`src/design/mec_pkg.sv`:
```
// Shared constants and types for the memory error capture block.
// Assumes a single 125 MHz clock domain and same-domain error sources.
package mec_pkg;
  // Widths of the captured fields.
  localparam int ADDR_W      = 32;
  localparam int DATA_W      = 32;
  localparam int SYN_W       = 7;
  localparam int REGION_W    = 4;
  localparam int PORT_W      = 3;
  localparam int LANE_W      = 4;
  localparam int CTRL_W      = 16;
  localparam int WORD_W      = 32;
  // Field positions.
  localparam int SYN_LSB        = 0;
  localparam int MREGION_LSB    = 0;
  localparam int CACHE_A_LSB    = 8;
  localparam int CACHE_B_LSB    = 12;
  localparam int PORT_LSB       = 10;
  localparam int LANE_LSB       = 0;
  localparam int NMI_BIT        = 14;
  localparam int PORT_EN_LSB    = 26;
  localparam int PORT_CODE_MAX  = 6;
  // Unit numbering: master, then bank a units, then bank b units.
  localparam int NUM_UNITS   = 5;
  localparam int NUM_CACHE   = 4;
  localparam int MASTER_IDX  = 0;
  localparam int BANK_A_CNT  = 2;
  // Reset values.
  localparam logic [CTRL_W-1:0] CTRL_RST = 16'h0000;
  // Transfer timeout on the internal to native bus path.
  localparam int CLK_PERIOD_NS       = 8;
  localparam int XFER_TIMEOUT_NS     = 1000;
  localparam int XFER_TIMEOUT_CYCLES = (XFER_TIMEOUT_NS + CLK_PERIOD_NS - 1) / CLK_PERIOD_NS;

  typedef enum logic [1:0] {
    MEC_KIND_NONE = 2'h0,
    MEC_KIND_ECC  = 2'h1,
    MEC_KIND_NXM  = 2'h3,
    MEC_KIND_AUX  = 2'h2
  } mec_kind_type;

  typedef enum logic [1:0] {
    MEC_TMO_IDLE = 2'h0,
    MEC_TMO_WAIT = 2'h1,
    MEC_TMO_HIT  = 2'h3
  } mec_tmo_type;
endpackage : mec_pkg

```
`src/design/mec_cap_if.sv`:
```
// Interface between the error block top and one capture unit.
// Assumes all signals live in the ref_clk domain.
`timescale 1ns/1ps
`default_nettype none
interface mec_cap_if;
  logic                              ecc_err;
  logic                              nxm_err;
  logic                              aux_err;
  logic                              ack;
  logic [mec_pkg::SYN_W-1:0]         syndrome;
  logic [mec_pkg::ADDR_W-1:0]        addr;
  logic [mec_pkg::DATA_W-1:0]        data;
  logic [mec_pkg::REGION_W-1:0]      region;
  logic                              valid;
  logic                              take;
  mec_pkg::mec_kind_type             kind;
  logic [mec_pkg::SYN_W-1:0]         cap_syndrome;
  logic [mec_pkg::ADDR_W-1:0]        cap_addr;
  logic [mec_pkg::DATA_W-1:0]        cap_data;
  logic [mec_pkg::REGION_W-1:0]      cap_region;

  modport unit (
    input  ecc_err, nxm_err, aux_err, ack, syndrome, addr, data, region,
    output valid, take, kind, cap_syndrome, cap_addr, cap_data, cap_region
  );
  modport owner (
    output ecc_err, nxm_err, aux_err, ack, syndrome, addr, data, region,
    input  valid, take, kind, cap_syndrome, cap_addr, cap_data, cap_region
  );
endinterface : mec_cap_if
`default_nettype wire

```
`src/design/mec_capture_unit.sv`:
```
// One error capture unit: syndrome, address, data and region latch.
// Assumes error strobes are one-cycle pulses from logic on ref_clk.
`timescale 1ns/1ps
`default_nettype none
module mec_capture_unit (
  // Clock and reset
  input  wire logic ref_clk,
  input  wire logic rst_n,
  // Error sources and captured record
  mec_cap_if.unit   cap
);
  logic                          valid_ff;
  mec_pkg::mec_kind_type         kind_ff;
  logic [mec_pkg::SYN_W-1:0]     syn_ff;
  logic [mec_pkg::ADDR_W-1:0]    addr_ff;
  logic [mec_pkg::DATA_W-1:0]    data_ff;
  logic [mec_pkg::REGION_W-1:0]  region_ff;

  wire                           any_err   = cap.ecc_err | cap.nxm_err | cap.aux_err;
  // A new error in the ack cycle is captured rather than lost.
  wire                           take      = any_err & (~valid_ff | cap.ack); // see RULE16
  wire                           nxt_valid = take | (valid_ff & ~cap.ack);
  wire mec_pkg::mec_kind_type    nxt_kind  = cap.ecc_err ? mec_pkg::MEC_KIND_ECC :
                                             cap.nxm_err ? mec_pkg::MEC_KIND_NXM : mec_pkg::MEC_KIND_AUX;
  wire [mec_pkg::SYN_W-1:0]      nxt_syn   = cap.ecc_err ? cap.syndrome : '0; // see RULE1

  always_ff @(posedge ref_clk) begin
    if (!rst_n) begin
      valid_ff  <= 1'b0;
      kind_ff   <= mec_pkg::MEC_KIND_NONE;
      syn_ff    <= '0;
      addr_ff   <= '0;
      data_ff   <= '0;
      region_ff <= '0;
    end else begin
      valid_ff <= nxt_valid;
      if (take) begin // see RULE9
        kind_ff   <= nxt_kind;
        syn_ff    <= nxt_syn;
        addr_ff   <= cap.addr;
        data_ff   <= cap.data; // see RULE5
        region_ff <= cap.region;
      end
    end
  end

  assign cap.valid        = valid_ff;
  assign cap.take         = take;
  assign cap.kind         = kind_ff;
  assign cap.cap_syndrome = syn_ff;
  assign cap.cap_addr     = addr_ff;
  assign cap.cap_data     = data_ff;
  assign cap.cap_region   = region_ff;
endmodule : mec_capture_unit
`default_nettype wire

```
`src/design/mec_memory_error_capture.sv`:
```
// Memory error capture top: master bridge unit plus four cache units.
// Assumes error sources, firmware strobes and config come from ref_clk logic.
//
// Operation
// RULE1 - On multi-bit ECC error store the 7-bit syndrome in ecc_syndrome_reg bits 0-6.
// RULE2 - Master captures faulting address and a 4-bit region code in master_region_reg.
// RULE3 - Bank a address combines cache error_address_reg with region_select_reg bits 8-11.
// RULE4 - Bank b address combines cache error_address_reg with region_select_reg bits 12-15.
// RULE5 - Every captured error latches the failing data word into error_data_reg.
// RULE6 - Master records an involved device port number in port_and_byte_ctrl bits 10-12.
// RULE7 - Reporting through the non-maskable interrupt sets diag_status_reg bit 14.
// RULE8 - Reporting through bridge_error_irq leaves diag_status_reg bit 14 clear.
// RULE9 - Master and every cache unit detect multi-bit ECC errors independently.
// RULE10 - Each cache unit owns syndrome, address and data registers apart from master.
// RULE11 - Master detects internal to native bus transfer timeout as an error.
// RULE12 - Master captures address, region and data of nonexistent memory accesses.
// RULE13 - Bank a units capture nonexistent memory accesses with region from region_select_reg.
// RULE14 - port_enable_word bits 26-31 map to device ports 1-6 for timeout checks.
// RULE15 - Write data parity error records the failing byte lane in port_and_byte_ctrl 0-3.
// RULE16 - Captured fields hold until firmware acknowledges; later transfers do not overwrite.
`timescale 1ns/1ps
`default_nettype none
module mec_memory_error_capture #(
  parameter int TIMEOUT_CYCLES = mec_pkg::XFER_TIMEOUT_CYCLES
) (
  // Clock and reset
  input  wire logic                                                ref_clk,
  input  wire logic                                                rst_n,
  // Master memory bridge unit error sources
  input  wire logic                                                m_ecc_err,
  input  wire logic                                                m_nxm_err,
  input  wire logic                                                m_wpar_err,
  input  wire logic [mec_pkg::SYN_W-1:0]                           m_syndrome,
  input  wire logic [mec_pkg::ADDR_W-1:0]                          m_addr,
  input  wire logic [mec_pkg::DATA_W-1:0]                          m_data,
  input  wire logic [mec_pkg::REGION_W-1:0]                        m_region,
  input  wire logic                                                m_port_valid,
  input  wire logic [mec_pkg::PORT_W-1:0]                          m_port,
  input  wire logic [mec_pkg::LANE_W-1:0]                          m_byte_lane,
  // Internal to native bus transfer tracking
  input  wire logic                                                xfer_start,
  input  wire logic                                                xfer_done,
  // Cache units: a0, a1, b0, b1
  input  wire logic [mec_pkg::NUM_CACHE-1:0]                       c_ecc_err,
  input  wire logic [mec_pkg::NUM_CACHE-1:0]                       c_nxm_err,
  input  wire logic [mec_pkg::NUM_CACHE-1:0][mec_pkg::SYN_W-1:0]   c_syndrome,
  input  wire logic [mec_pkg::NUM_CACHE-1:0][mec_pkg::ADDR_W-1:0]  c_addr,
  input  wire logic [mec_pkg::NUM_CACHE-1:0][mec_pkg::DATA_W-1:0]  c_data,
  // Configuration
  input  wire logic [mec_pkg::WORD_W-1:0]                          region_select_reg,
  input  wire logic [mec_pkg::WORD_W-1:0]                          port_enable_word,
  input  wire logic                                                nmi_select,
  // Firmware read acknowledge, one bit per unit
  input  wire logic [mec_pkg::NUM_UNITS-1:0]                       fw_ack,
  // Captured records
  output logic      [mec_pkg::NUM_UNITS-1:0]                       error_valid,
  output logic      [mec_pkg::NUM_UNITS-1:0][mec_pkg::SYN_W-1:0]   ecc_syndrome_reg,
  output logic      [mec_pkg::NUM_UNITS-1:0][mec_pkg::ADDR_W-1:0]  error_address_reg,
  output logic      [mec_pkg::NUM_UNITS-1:0][mec_pkg::DATA_W-1:0]  error_data_reg,
  output logic      [mec_pkg::NUM_UNITS-1:0][mec_pkg::REGION_W-1:0] error_region,
  output logic      [mec_pkg::REGION_W-1:0]                        master_region_reg,
  output logic      [mec_pkg::CTRL_W-1:0]                          port_and_byte_ctrl,
  output logic      [mec_pkg::CTRL_W-1:0]                          diag_status_reg,
  // Reporting
  output logic                                                     nmi_out,
  output logic                                                     bridge_error_irq,
  output logic                                                     timeout_err,
  output logic                                                     port_disabled_fault
);
  // Wide enough to hold TIMEOUT_CYCLES itself.
  localparam int CNT_W = $clog2(TIMEOUT_CYCLES + 1);
  localparam logic [CNT_W-1:0] CNT_LAST = CNT_W'(TIMEOUT_CYCLES - 1);

  mec_cap_if cif [mec_pkg::NUM_UNITS] ();

  // Timeout tracker state.
  mec_pkg::mec_tmo_type  tmo_state_ff;
  mec_pkg::mec_tmo_type  nxt_tmo_state;
  logic [CNT_W-1:0]      tmo_cnt_ff;
  logic                  timeout_ff;

  // Master side records and reporting state.
  logic [mec_pkg::CTRL_W-1:0] ctrl_ff;
  logic [mec_pkg::CTRL_W-1:0] diag_ff;
  logic                       via_nmi_ff;
  logic                       nmi_ff;
  logic                       irq_ff;
  logic                       port_fault_ff;

  // Timeout detection on the internal to native bus path.
  // A start while waiting is ignored until done or expiry.
  wire tmo_expire = (tmo_state_ff == mec_pkg::MEC_TMO_WAIT) && !xfer_done && (tmo_cnt_ff == CNT_LAST);
  always_comb begin
    nxt_tmo_state = tmo_state_ff;
    case (tmo_state_ff)
      mec_pkg::MEC_TMO_IDLE: if (xfer_start) nxt_tmo_state = mec_pkg::MEC_TMO_WAIT;
      mec_pkg::MEC_TMO_WAIT: begin
        if (xfer_done) nxt_tmo_state = mec_pkg::MEC_TMO_IDLE;
        else if (tmo_expire) nxt_tmo_state = mec_pkg::MEC_TMO_HIT; // see RULE11
      end
      // Hit lasts one cycle, so a new start fits two cycles on.
      mec_pkg::MEC_TMO_HIT:  nxt_tmo_state = mec_pkg::MEC_TMO_IDLE;
      default:               nxt_tmo_state = mec_pkg::MEC_TMO_IDLE;
    endcase
  end
  // The count restarts at zero on each entry to wait.
  wire [CNT_W-1:0] nxt_tmo_cnt = (tmo_state_ff == mec_pkg::MEC_TMO_WAIT) ? tmo_cnt_ff + 1'b1 : '0;

  always_ff @(posedge ref_clk) begin
    if (!rst_n) begin
      tmo_state_ff <= mec_pkg::MEC_TMO_IDLE;
      tmo_cnt_ff   <= '0;
      timeout_ff   <= 1'b0;
    end else begin
      tmo_state_ff <= nxt_tmo_state;
      tmo_cnt_ff   <= nxt_tmo_cnt;
      timeout_ff   <= tmo_expire;
    end
  end

  // Master unit wiring; timeouts and write parity ride on the auxiliary strobe.
  // Hit is the single timeout strobe the master sees.
  wire tmo_event = (tmo_state_ff == mec_pkg::MEC_TMO_HIT);

  // Timeouts carry no syndrome, so zero is recorded.
  assign cif[mec_pkg::MASTER_IDX].ecc_err  = m_ecc_err;
  assign cif[mec_pkg::MASTER_IDX].nxm_err  = m_nxm_err; // see RULE12
  assign cif[mec_pkg::MASTER_IDX].aux_err  = tmo_event | m_wpar_err; // see RULE11
  assign cif[mec_pkg::MASTER_IDX].ack      = fw_ack[mec_pkg::MASTER_IDX];
  assign cif[mec_pkg::MASTER_IDX].syndrome = m_syndrome;
  assign cif[mec_pkg::MASTER_IDX].addr     = m_addr;
  assign cif[mec_pkg::MASTER_IDX].data     = m_data;
  assign cif[mec_pkg::MASTER_IDX].region   = m_region; // see RULE2

  // Same body as the cache units, fed by master strobes.
  mec_capture_unit u_master (
    .ref_clk (ref_clk),
    .rst_n   (rst_n),
    .cap     (cif[mec_pkg::MASTER_IDX])
  );

  // Cache units each own a separate record; region comes from the master select word.
  wire [mec_pkg::REGION_W-1:0] region_a = region_select_reg[mec_pkg::CACHE_A_LSB +: mec_pkg::REGION_W];
  wire [mec_pkg::REGION_W-1:0] region_b = region_select_reg[mec_pkg::CACHE_B_LSB +: mec_pkg::REGION_W];

  // Index 0 is the master, so cache unit gi sits at gi+1.
  genvar gi;
  generate
    for (gi = 0; gi < mec_pkg::NUM_CACHE; gi++) begin : g_cache
      assign cif[gi+1].ecc_err  = c_ecc_err[gi]; // see RULE9
      assign cif[gi+1].nxm_err  = c_nxm_err[gi]; // see RULE13
      assign cif[gi+1].aux_err  = 1'b0;
      assign cif[gi+1].ack      = fw_ack[gi+1];
      assign cif[gi+1].syndrome = c_syndrome[gi];
      assign cif[gi+1].addr     = c_addr[gi];
      assign cif[gi+1].data     = c_data[gi];
      // Bank a takes bits 8-11, bank b bits 12-15.
      assign cif[gi+1].region   = (gi < mec_pkg::BANK_A_CNT) ? region_a : region_b; // see RULE3 see RULE4

      mec_capture_unit u_cache (
        .ref_clk (ref_clk),
        .rst_n   (rst_n),
        .cap     (cif[gi+1])
      ); // see RULE10
    end

    // Records leave the units straight from their flip-flops.
    for (gi = 0; gi < mec_pkg::NUM_UNITS; gi++) begin : g_out
      assign error_valid[gi]       = cif[gi].valid;
      assign ecc_syndrome_reg[gi]  = cif[gi].cap_syndrome;
      assign error_address_reg[gi] = cif[gi].cap_addr;
      assign error_data_reg[gi]    = cif[gi].cap_data;
      assign error_region[gi]      = cif[gi].cap_region;
    end
  endgenerate

  // Master port and byte lane record follows the master capture, so it holds alongside it.
  // Bits outside the two fields keep their zero reset value.
  wire m_take     = cif[mec_pkg::MASTER_IDX].take;
  wire port_rec   = m_take && m_port_valid;
  wire lane_rec   = m_take && m_wpar_err && !m_ecc_err && !m_nxm_err;
  wire [mec_pkg::PORT_W-1:0] nxt_port = port_rec ? m_port : ctrl_ff[mec_pkg::PORT_LSB +: mec_pkg::PORT_W];
  wire [mec_pkg::LANE_W-1:0] nxt_lane = lane_rec ? m_byte_lane : ctrl_ff[mec_pkg::LANE_LSB +: mec_pkg::LANE_W];

  logic [mec_pkg::CTRL_W-1:0] nxt_ctrl;
  always_comb begin
    nxt_ctrl = ctrl_ff;
    nxt_ctrl[mec_pkg::PORT_LSB +: mec_pkg::PORT_W] = nxt_port; // see RULE6
    nxt_ctrl[mec_pkg::LANE_LSB +: mec_pkg::LANE_W] = nxt_lane; // see RULE15
  end

  // Port enable check for the port named in a timeout: bit 26 is port 1 up to bit 31 for port 6.
  // Codes 0 and 7 name no port and never raise the fault.
  wire [mec_pkg::PORT_CODE_MAX-1:0] port_en_field = port_enable_word[mec_pkg::PORT_EN_LSB +: mec_pkg::PORT_CODE_MAX];
  wire [mec_pkg::PORT_W-1:0]        port_idx      = m_port - 3'h1;
  wire port_in_range = (m_port != 3'h0) && (m_port <= 3'(mec_pkg::PORT_CODE_MAX));
  wire port_off      = port_in_range && !port_en_field[port_idx]; // see RULE14
  // The fault is only refreshed by a timeout capture that names a port.
  wire nxt_port_fault = (tmo_event && m_take && m_port_valid) ? port_off : port_fault_ff;

  // Reporting: the route is chosen whenever any unit takes an error and held until the next take.
  // Report lines drop in the same cycle as the last valid.
  logic [mec_pkg::NUM_UNITS-1:0] takes;
  logic [mec_pkg::NUM_UNITS-1:0] nxt_valids;
  generate
    for (gi = 0; gi < mec_pkg::NUM_UNITS; gi++) begin : g_rep
      assign takes[gi]      = cif[gi].take;
      assign nxt_valids[gi] = cif[gi].take | (cif[gi].valid & ~cif[gi].ack);
    end
  endgenerate

  wire any_take    = |takes;
  wire any_pending = |nxt_valids;
  wire nxt_via_nmi = any_take ? nmi_select : via_nmi_ff;

  // The route bit outlives the records so firmware can read it.
  logic [mec_pkg::CTRL_W-1:0] nxt_diag;
  always_comb begin
    nxt_diag = diag_ff;
    if (any_take) begin
      nxt_diag[mec_pkg::NMI_BIT] = nmi_select; // see RULE7 see RULE8
    end
  end

  // A take in the ack cycle keeps the route line high.
  always_ff @(posedge ref_clk) begin
    if (!rst_n) begin
      ctrl_ff       <= mec_pkg::CTRL_RST;
      diag_ff       <= mec_pkg::CTRL_RST;
      via_nmi_ff    <= 1'b0;
      nmi_ff        <= 1'b0;
      irq_ff        <= 1'b0;
      port_fault_ff <= 1'b0;
    end else begin
      ctrl_ff       <= nxt_ctrl;
      diag_ff       <= nxt_diag;
      via_nmi_ff    <= nxt_via_nmi;
      nmi_ff        <= any_pending && nxt_via_nmi;
      irq_ff        <= any_pending && !nxt_via_nmi;
      port_fault_ff <= nxt_port_fault;
    end
  end

  // Every output is a flip-flop, here or in a capture unit.
  assign master_region_reg   = cif[mec_pkg::MASTER_IDX].cap_region; // see RULE2
  assign port_and_byte_ctrl  = ctrl_ff;
  assign diag_status_reg     = diag_ff;
  assign nmi_out             = nmi_ff;
  assign bridge_error_irq    = irq_ff;
  assign timeout_err         = timeout_ff;
  assign port_disabled_fault = port_fault_ff;
endmodule : mec_memory_error_capture
`default_nettype wire

```
`config.mk`:
```
export PLATFORM = sky130hd
export DESIGN_NAME = mec_memory_error_capture
export DESIGN_NICKNAME = d
export VERILOG_FILES = /design/src/design/mec_pkg.sv /design/src/design/mec_cap_if.sv /design/src/design/mec_capture_unit.sv /design/src/design/mec_memory_error_capture.sv
export SDC_FILE = /design/constraint.sdc
export NUM_CORES = 1
export LEC_CHECK = 0
export BUFFER_PORTS_ARGS = -buffer_cell sky130_fd_sc_hd__buf_2
export CORE_AREA = 2 2 335 337
export DETAILED_ROUTE_END_ITERATION = 16
export DIE_AREA = 0 0 337 339
export GPL_TIMING_DRIVEN = 0
export SYNTH_ARGS = -nofsm -noshare
export SYNTH_HDL_FRONTEND = slang
export SYNTH_SLANG_ARGS = --single-unit
```
`constraint.sdc`:
```
create_clock -name ref_clk -period 4.9 [get_ports ref_clk]
set_input_delay 0.49 -clock ref_clk [delete_from_list [all_inputs] [get_ports ref_clk]]
set_output_delay 0.49 -clock ref_clk [all_outputs]
set_load 0.02 [all_outputs]
```
==> reports/qor.csv <==
stage,metric,value,unit
run_status,status,finished clean,
die,Placeable Area,110400,µm²
power,Clock power frac,43.3,%
final_layout,share of cells above drive strength 1,34.91,%
sta,Slew headroom,13.57,%
worst_setup_path,crit path cell chain,nor2b_1 > nor2_1 > clkbuf_1 > clkbuf_1 > nand2_1 > a21boi_0,
sta,Achievable Freq,0.3087,GHz
synthesis,"FFs w/ async S/R, synth",0,%
worst_hold_path,path type of the worst min-delay path,primary input to register,
sta,min Tclk post-route,3.239,ns
synthesis,cells after synthesis,1770,
synthesis,Yosys top cell by area,dfxtp_1,
worst_setup_path,"delay-heaviest family, CP",buffers and inverters,
worst_setup_path,Worst Setup Start Kind,register,
synthesis,synth unique cells,37,
power,Comb pwr share,16.0,%
routing,Detailed Route WL,77.20,mm
power,Worst VDD drop,217.1,µV
power,Pwr Total,8.834,mW
global_routing,GRT Residual Overflow,0,
global_routing,met2 Use GR,21.97,%
worst_setup_path,Crit Path Category,register to register,
worst_setup_path,Slowest cell on crit path,clkbuf_1,
global_routing,first-pass GRT wire length,105.0,mm
final_layout,fill count,12460,
synthesis,Post-synth top flop,dfxtp_1,
sta,final setup vio count,0,
worst_setup_path,cell mode on critical path,clkbuf_1,
die,# IOs,872,
worst_hold_path,Hold Crit Depth,3,
final_layout,Layout Utilization,20.69,%
final_layout,multi-input logic area,6440,µm²
synthesis,number of synthesized register bits,402,
synthesis,synth cell count leaders,"nand2_1 (692), dfxtp_1 (402), a21boi_0 (352), clkbuf_1 (92), buf_4 (39)",
final_layout,fin nets,3096,
global_routing,busiest grt layer,met2,
global_routing,antenna violations before repair,23,
clocking,TritonCTS clock tree,built,
worst_setup_path,worst-path fanout max,10,
worst_hold_path,hold_sp,c_data[125],
power,reported net switching power,2.607,mW
sta,Max Slew Vio Count,0,
synthesis,Synth area leaders,"dfxtp_1 (53%), a21boi_0 (17%), nand2_1 (17%), clkbuf_1 (2.3%), buf_4 (1.9%)",
global_routing,GRT met1 Usage,14.65,%
die,initial cell density of the core,13.78,%
power,PwrDens,386.8,nW/µm²
synthesis,YS warnings,0,
routing,Routed Antenna Nets,0,
power,Pint,6.227,mW
power,Pleak,10.51,nW
worst_setup_path,worst path bufs/invs,2,
sta,Tightest Pin Transition,1.292,ns
die,DIE AREA,114200,µm²
placement,I/O Buffers,795,
sta,final setup TNS,0,ns
worst_hold_path,hold path endpoint,g_cache[3].u_cache.cap.cap_data[29],
clocking,hold_buf cts,0,
worst_setup_path,Worst EP required,5.43,ns
final_layout,post-route design area,22840,µm²
placement,Post-DP Area,21140,µm²
die,chip height,339,µm
clocking,TritonCTS Buffers,49,
global_routing,vias in the first global route,14840,
clocking,PostCTS Resize Cnt,0,
routing,DRT Pass-1 Iters,5,
global_routing,met3 usage,4.840,%
clocking,"Clk pin slew, worst setup/hold paths",0.07,ns
final_layout,register area,8048,µm²
clocking,Skew-Pair Late Insertion Delay,0.62,ns
routing,vias post-DR,15340,
synthesis,Synth Cell Area,15210,µm²
worst_setup_path,"reg-to-reg slack, setup",1.66,ns
clocking,clk sinks,402,
global_routing,Tot GR Track Use,12.89,%
die,Site Rows,122,
synthesis,sequential share of the synthesized area,52.90,%
worst_setup_path,CP endpoint kind,register,
synthesis,Post-synth EDFFs,0,
routing,Via density,3.674,
flow_run,Max Cap Viol,0,
power,Sw Ratio,29.51,%
clocking,root buf cell,clkbuf_16,
worst_setup_path,FF-to-FF End,g_cache[1].u_cache.cap.cap_data[26],
clocking,setup bufs post-CTS,0,
final_layout,area delta synth->final,50.14,%
worst_setup_path,reg2reg path depth,6,
routing,residual DRC count,0,
clocking,Clock Path Buffers,3,
sta,fin crit share,66.10,%
worst_setup_path,Slowest Stage Delay on Critical Path,1.00,ns
routing,routed len/inst,18.49,µm
worst_setup_path,FF-to-FF Start,g_cache[1].u_cache.cap.valid,
routing,DRT iter0 DRCs,654,
placement,gpl congestion,0.8511,
global_routing,largest net degree at the start of global routing,13,
synthesis,top-area cell type share of the netlist area,52.90,%
sta,final hold vios,0,
synthesis,most common cell in the netlist,nand2_1,
clocking,number of H-tree levels,2,
die,die width,337,µm
worst_setup_path,Worst Path Arrival,3.77,ns
sta,RSZ-0062 raised after global routing,no,
power,Flop pwr share,40.7,%
placement,placed wire-length estimate,63.28,mm
synthesis,Mean Syn Cell Area,8.594,µm²
sta,Clock Skew,0.02826,ns
## layout make-up
cell class                 instances  area share (%)
inverter                           8          0.1315
multi-input combinational       1222           28.20
clock inverter                    24           1.249
buffer                           161           3.418
tap                             1488           8.152
antenna                            9         0.09861
timing repair buffer             795           17.42
sequential                       402           35.24
clock buffer                      66           6.097
## layer usage
layer / vias to the layer above / part of all wire (%)
met5: - / 0.16
met1: 7125 / 39
met3: 121 / 10
li1: 7440 / -
met2: 636 / 47
met4: 18 / 3.2
## stage by stage
stage,hold WS [ns],cells,setup WS (ns)
6_report,0.1183,4175,1.661
5_1_grt,0.07811,4167,1.477
4_1_cts,0.05674,4166,1.554
3_5_place_dp,0.4501,4076,1.163
3_3_place_gp,0.4435,4076,1.158
2_1_floorplan,0.4258,1793,3.112
## power by group through the flow
stage / combinational, mW / clock, mW / sequential, mW
2_1_floorplan: 0.469 / 0 / 3.92
3_3_place_gp: 1.43 / 0 / 3.66
3_5_place_dp: 1.44 / 0 / 3.67
4_1_cts: 1.45 / 3.95 / 3.60
5_1_grt: 1.54 / 4.07 / 3.62
6_report: 1.41 / 3.82 / 3.60
## worst register-to-register path, stage by stage, from the launching register on
cell and delay [ns]:
dfxtp_1 0.42, nor2b_1 0.33, nor2_1 0.63, clkbuf_1 1.00, clkbuf_1 0.53, nand2_1 0.11
a21boi_0 0.15
## how the worst max path moves through the flow
stage	slack, ns	cells after the start	startpoint	to
3_3_place_gp	1.16	7	c_ecc_err[1]	g_cache[1].u_cache.cap.cap_data[28]
4_1_cts	1.55	6	g_cache[1].u_cache.cap.valid	g_cache[1].u_cache.cap.cap_data[26]
6_report	1.66	6	g_cache[1].u_cache.cap.valid	g_cache[1].u_cache.cap.cap_data[26]
5_1_grt	1.48	6	g_cache[1].u_cache.cap.valid	g_cache[1].u_cache.cap.cap_data[26]
2_1_floorplan	3.11	6	m_ecc_err	nmi_out
3_5_place_dp	1.16	7	c_ecc_err[1]	g_cache[1].u_cache.cap.cap_data[27]
## logic make-up (layout without fill, tap and decap cells)
| family | count (synthesis) | count (layout) | synth area share, % |
|---|---|---|---|
| muxes | 10 | 10 | 0.7403 |
| and+or+nand+nor | 788 | 788 | 20.78 |
| adders and majority gates | 5 | 5 | 0.4113 |
| xor gates and xnor gates | 6 | 6 | 0.3454 |
| other | 1 | 33 | 0.02465 |
| AOI/OAI and AO/OA | 389 | 389 | 19.46 |
| buffers and inverters | 169 | 1054 | 5.330 |
| DFF | 402 | 402 | 52.90 |
## layout by cell type (no fill, tap or decap), types with 14 or more instances in the layout
cell and count:
nand2_1 692, buf_1 16, nor2b_1 38, clkbuf_1 101
dfxtp_1 402, clkbuf_16 51, buf_4 39, buf_2 807
conb_1 24, a21boi_0 352, a22oi_1 29, nor2_1 14
Note: power is estimated with default switching activity, not from simulation.
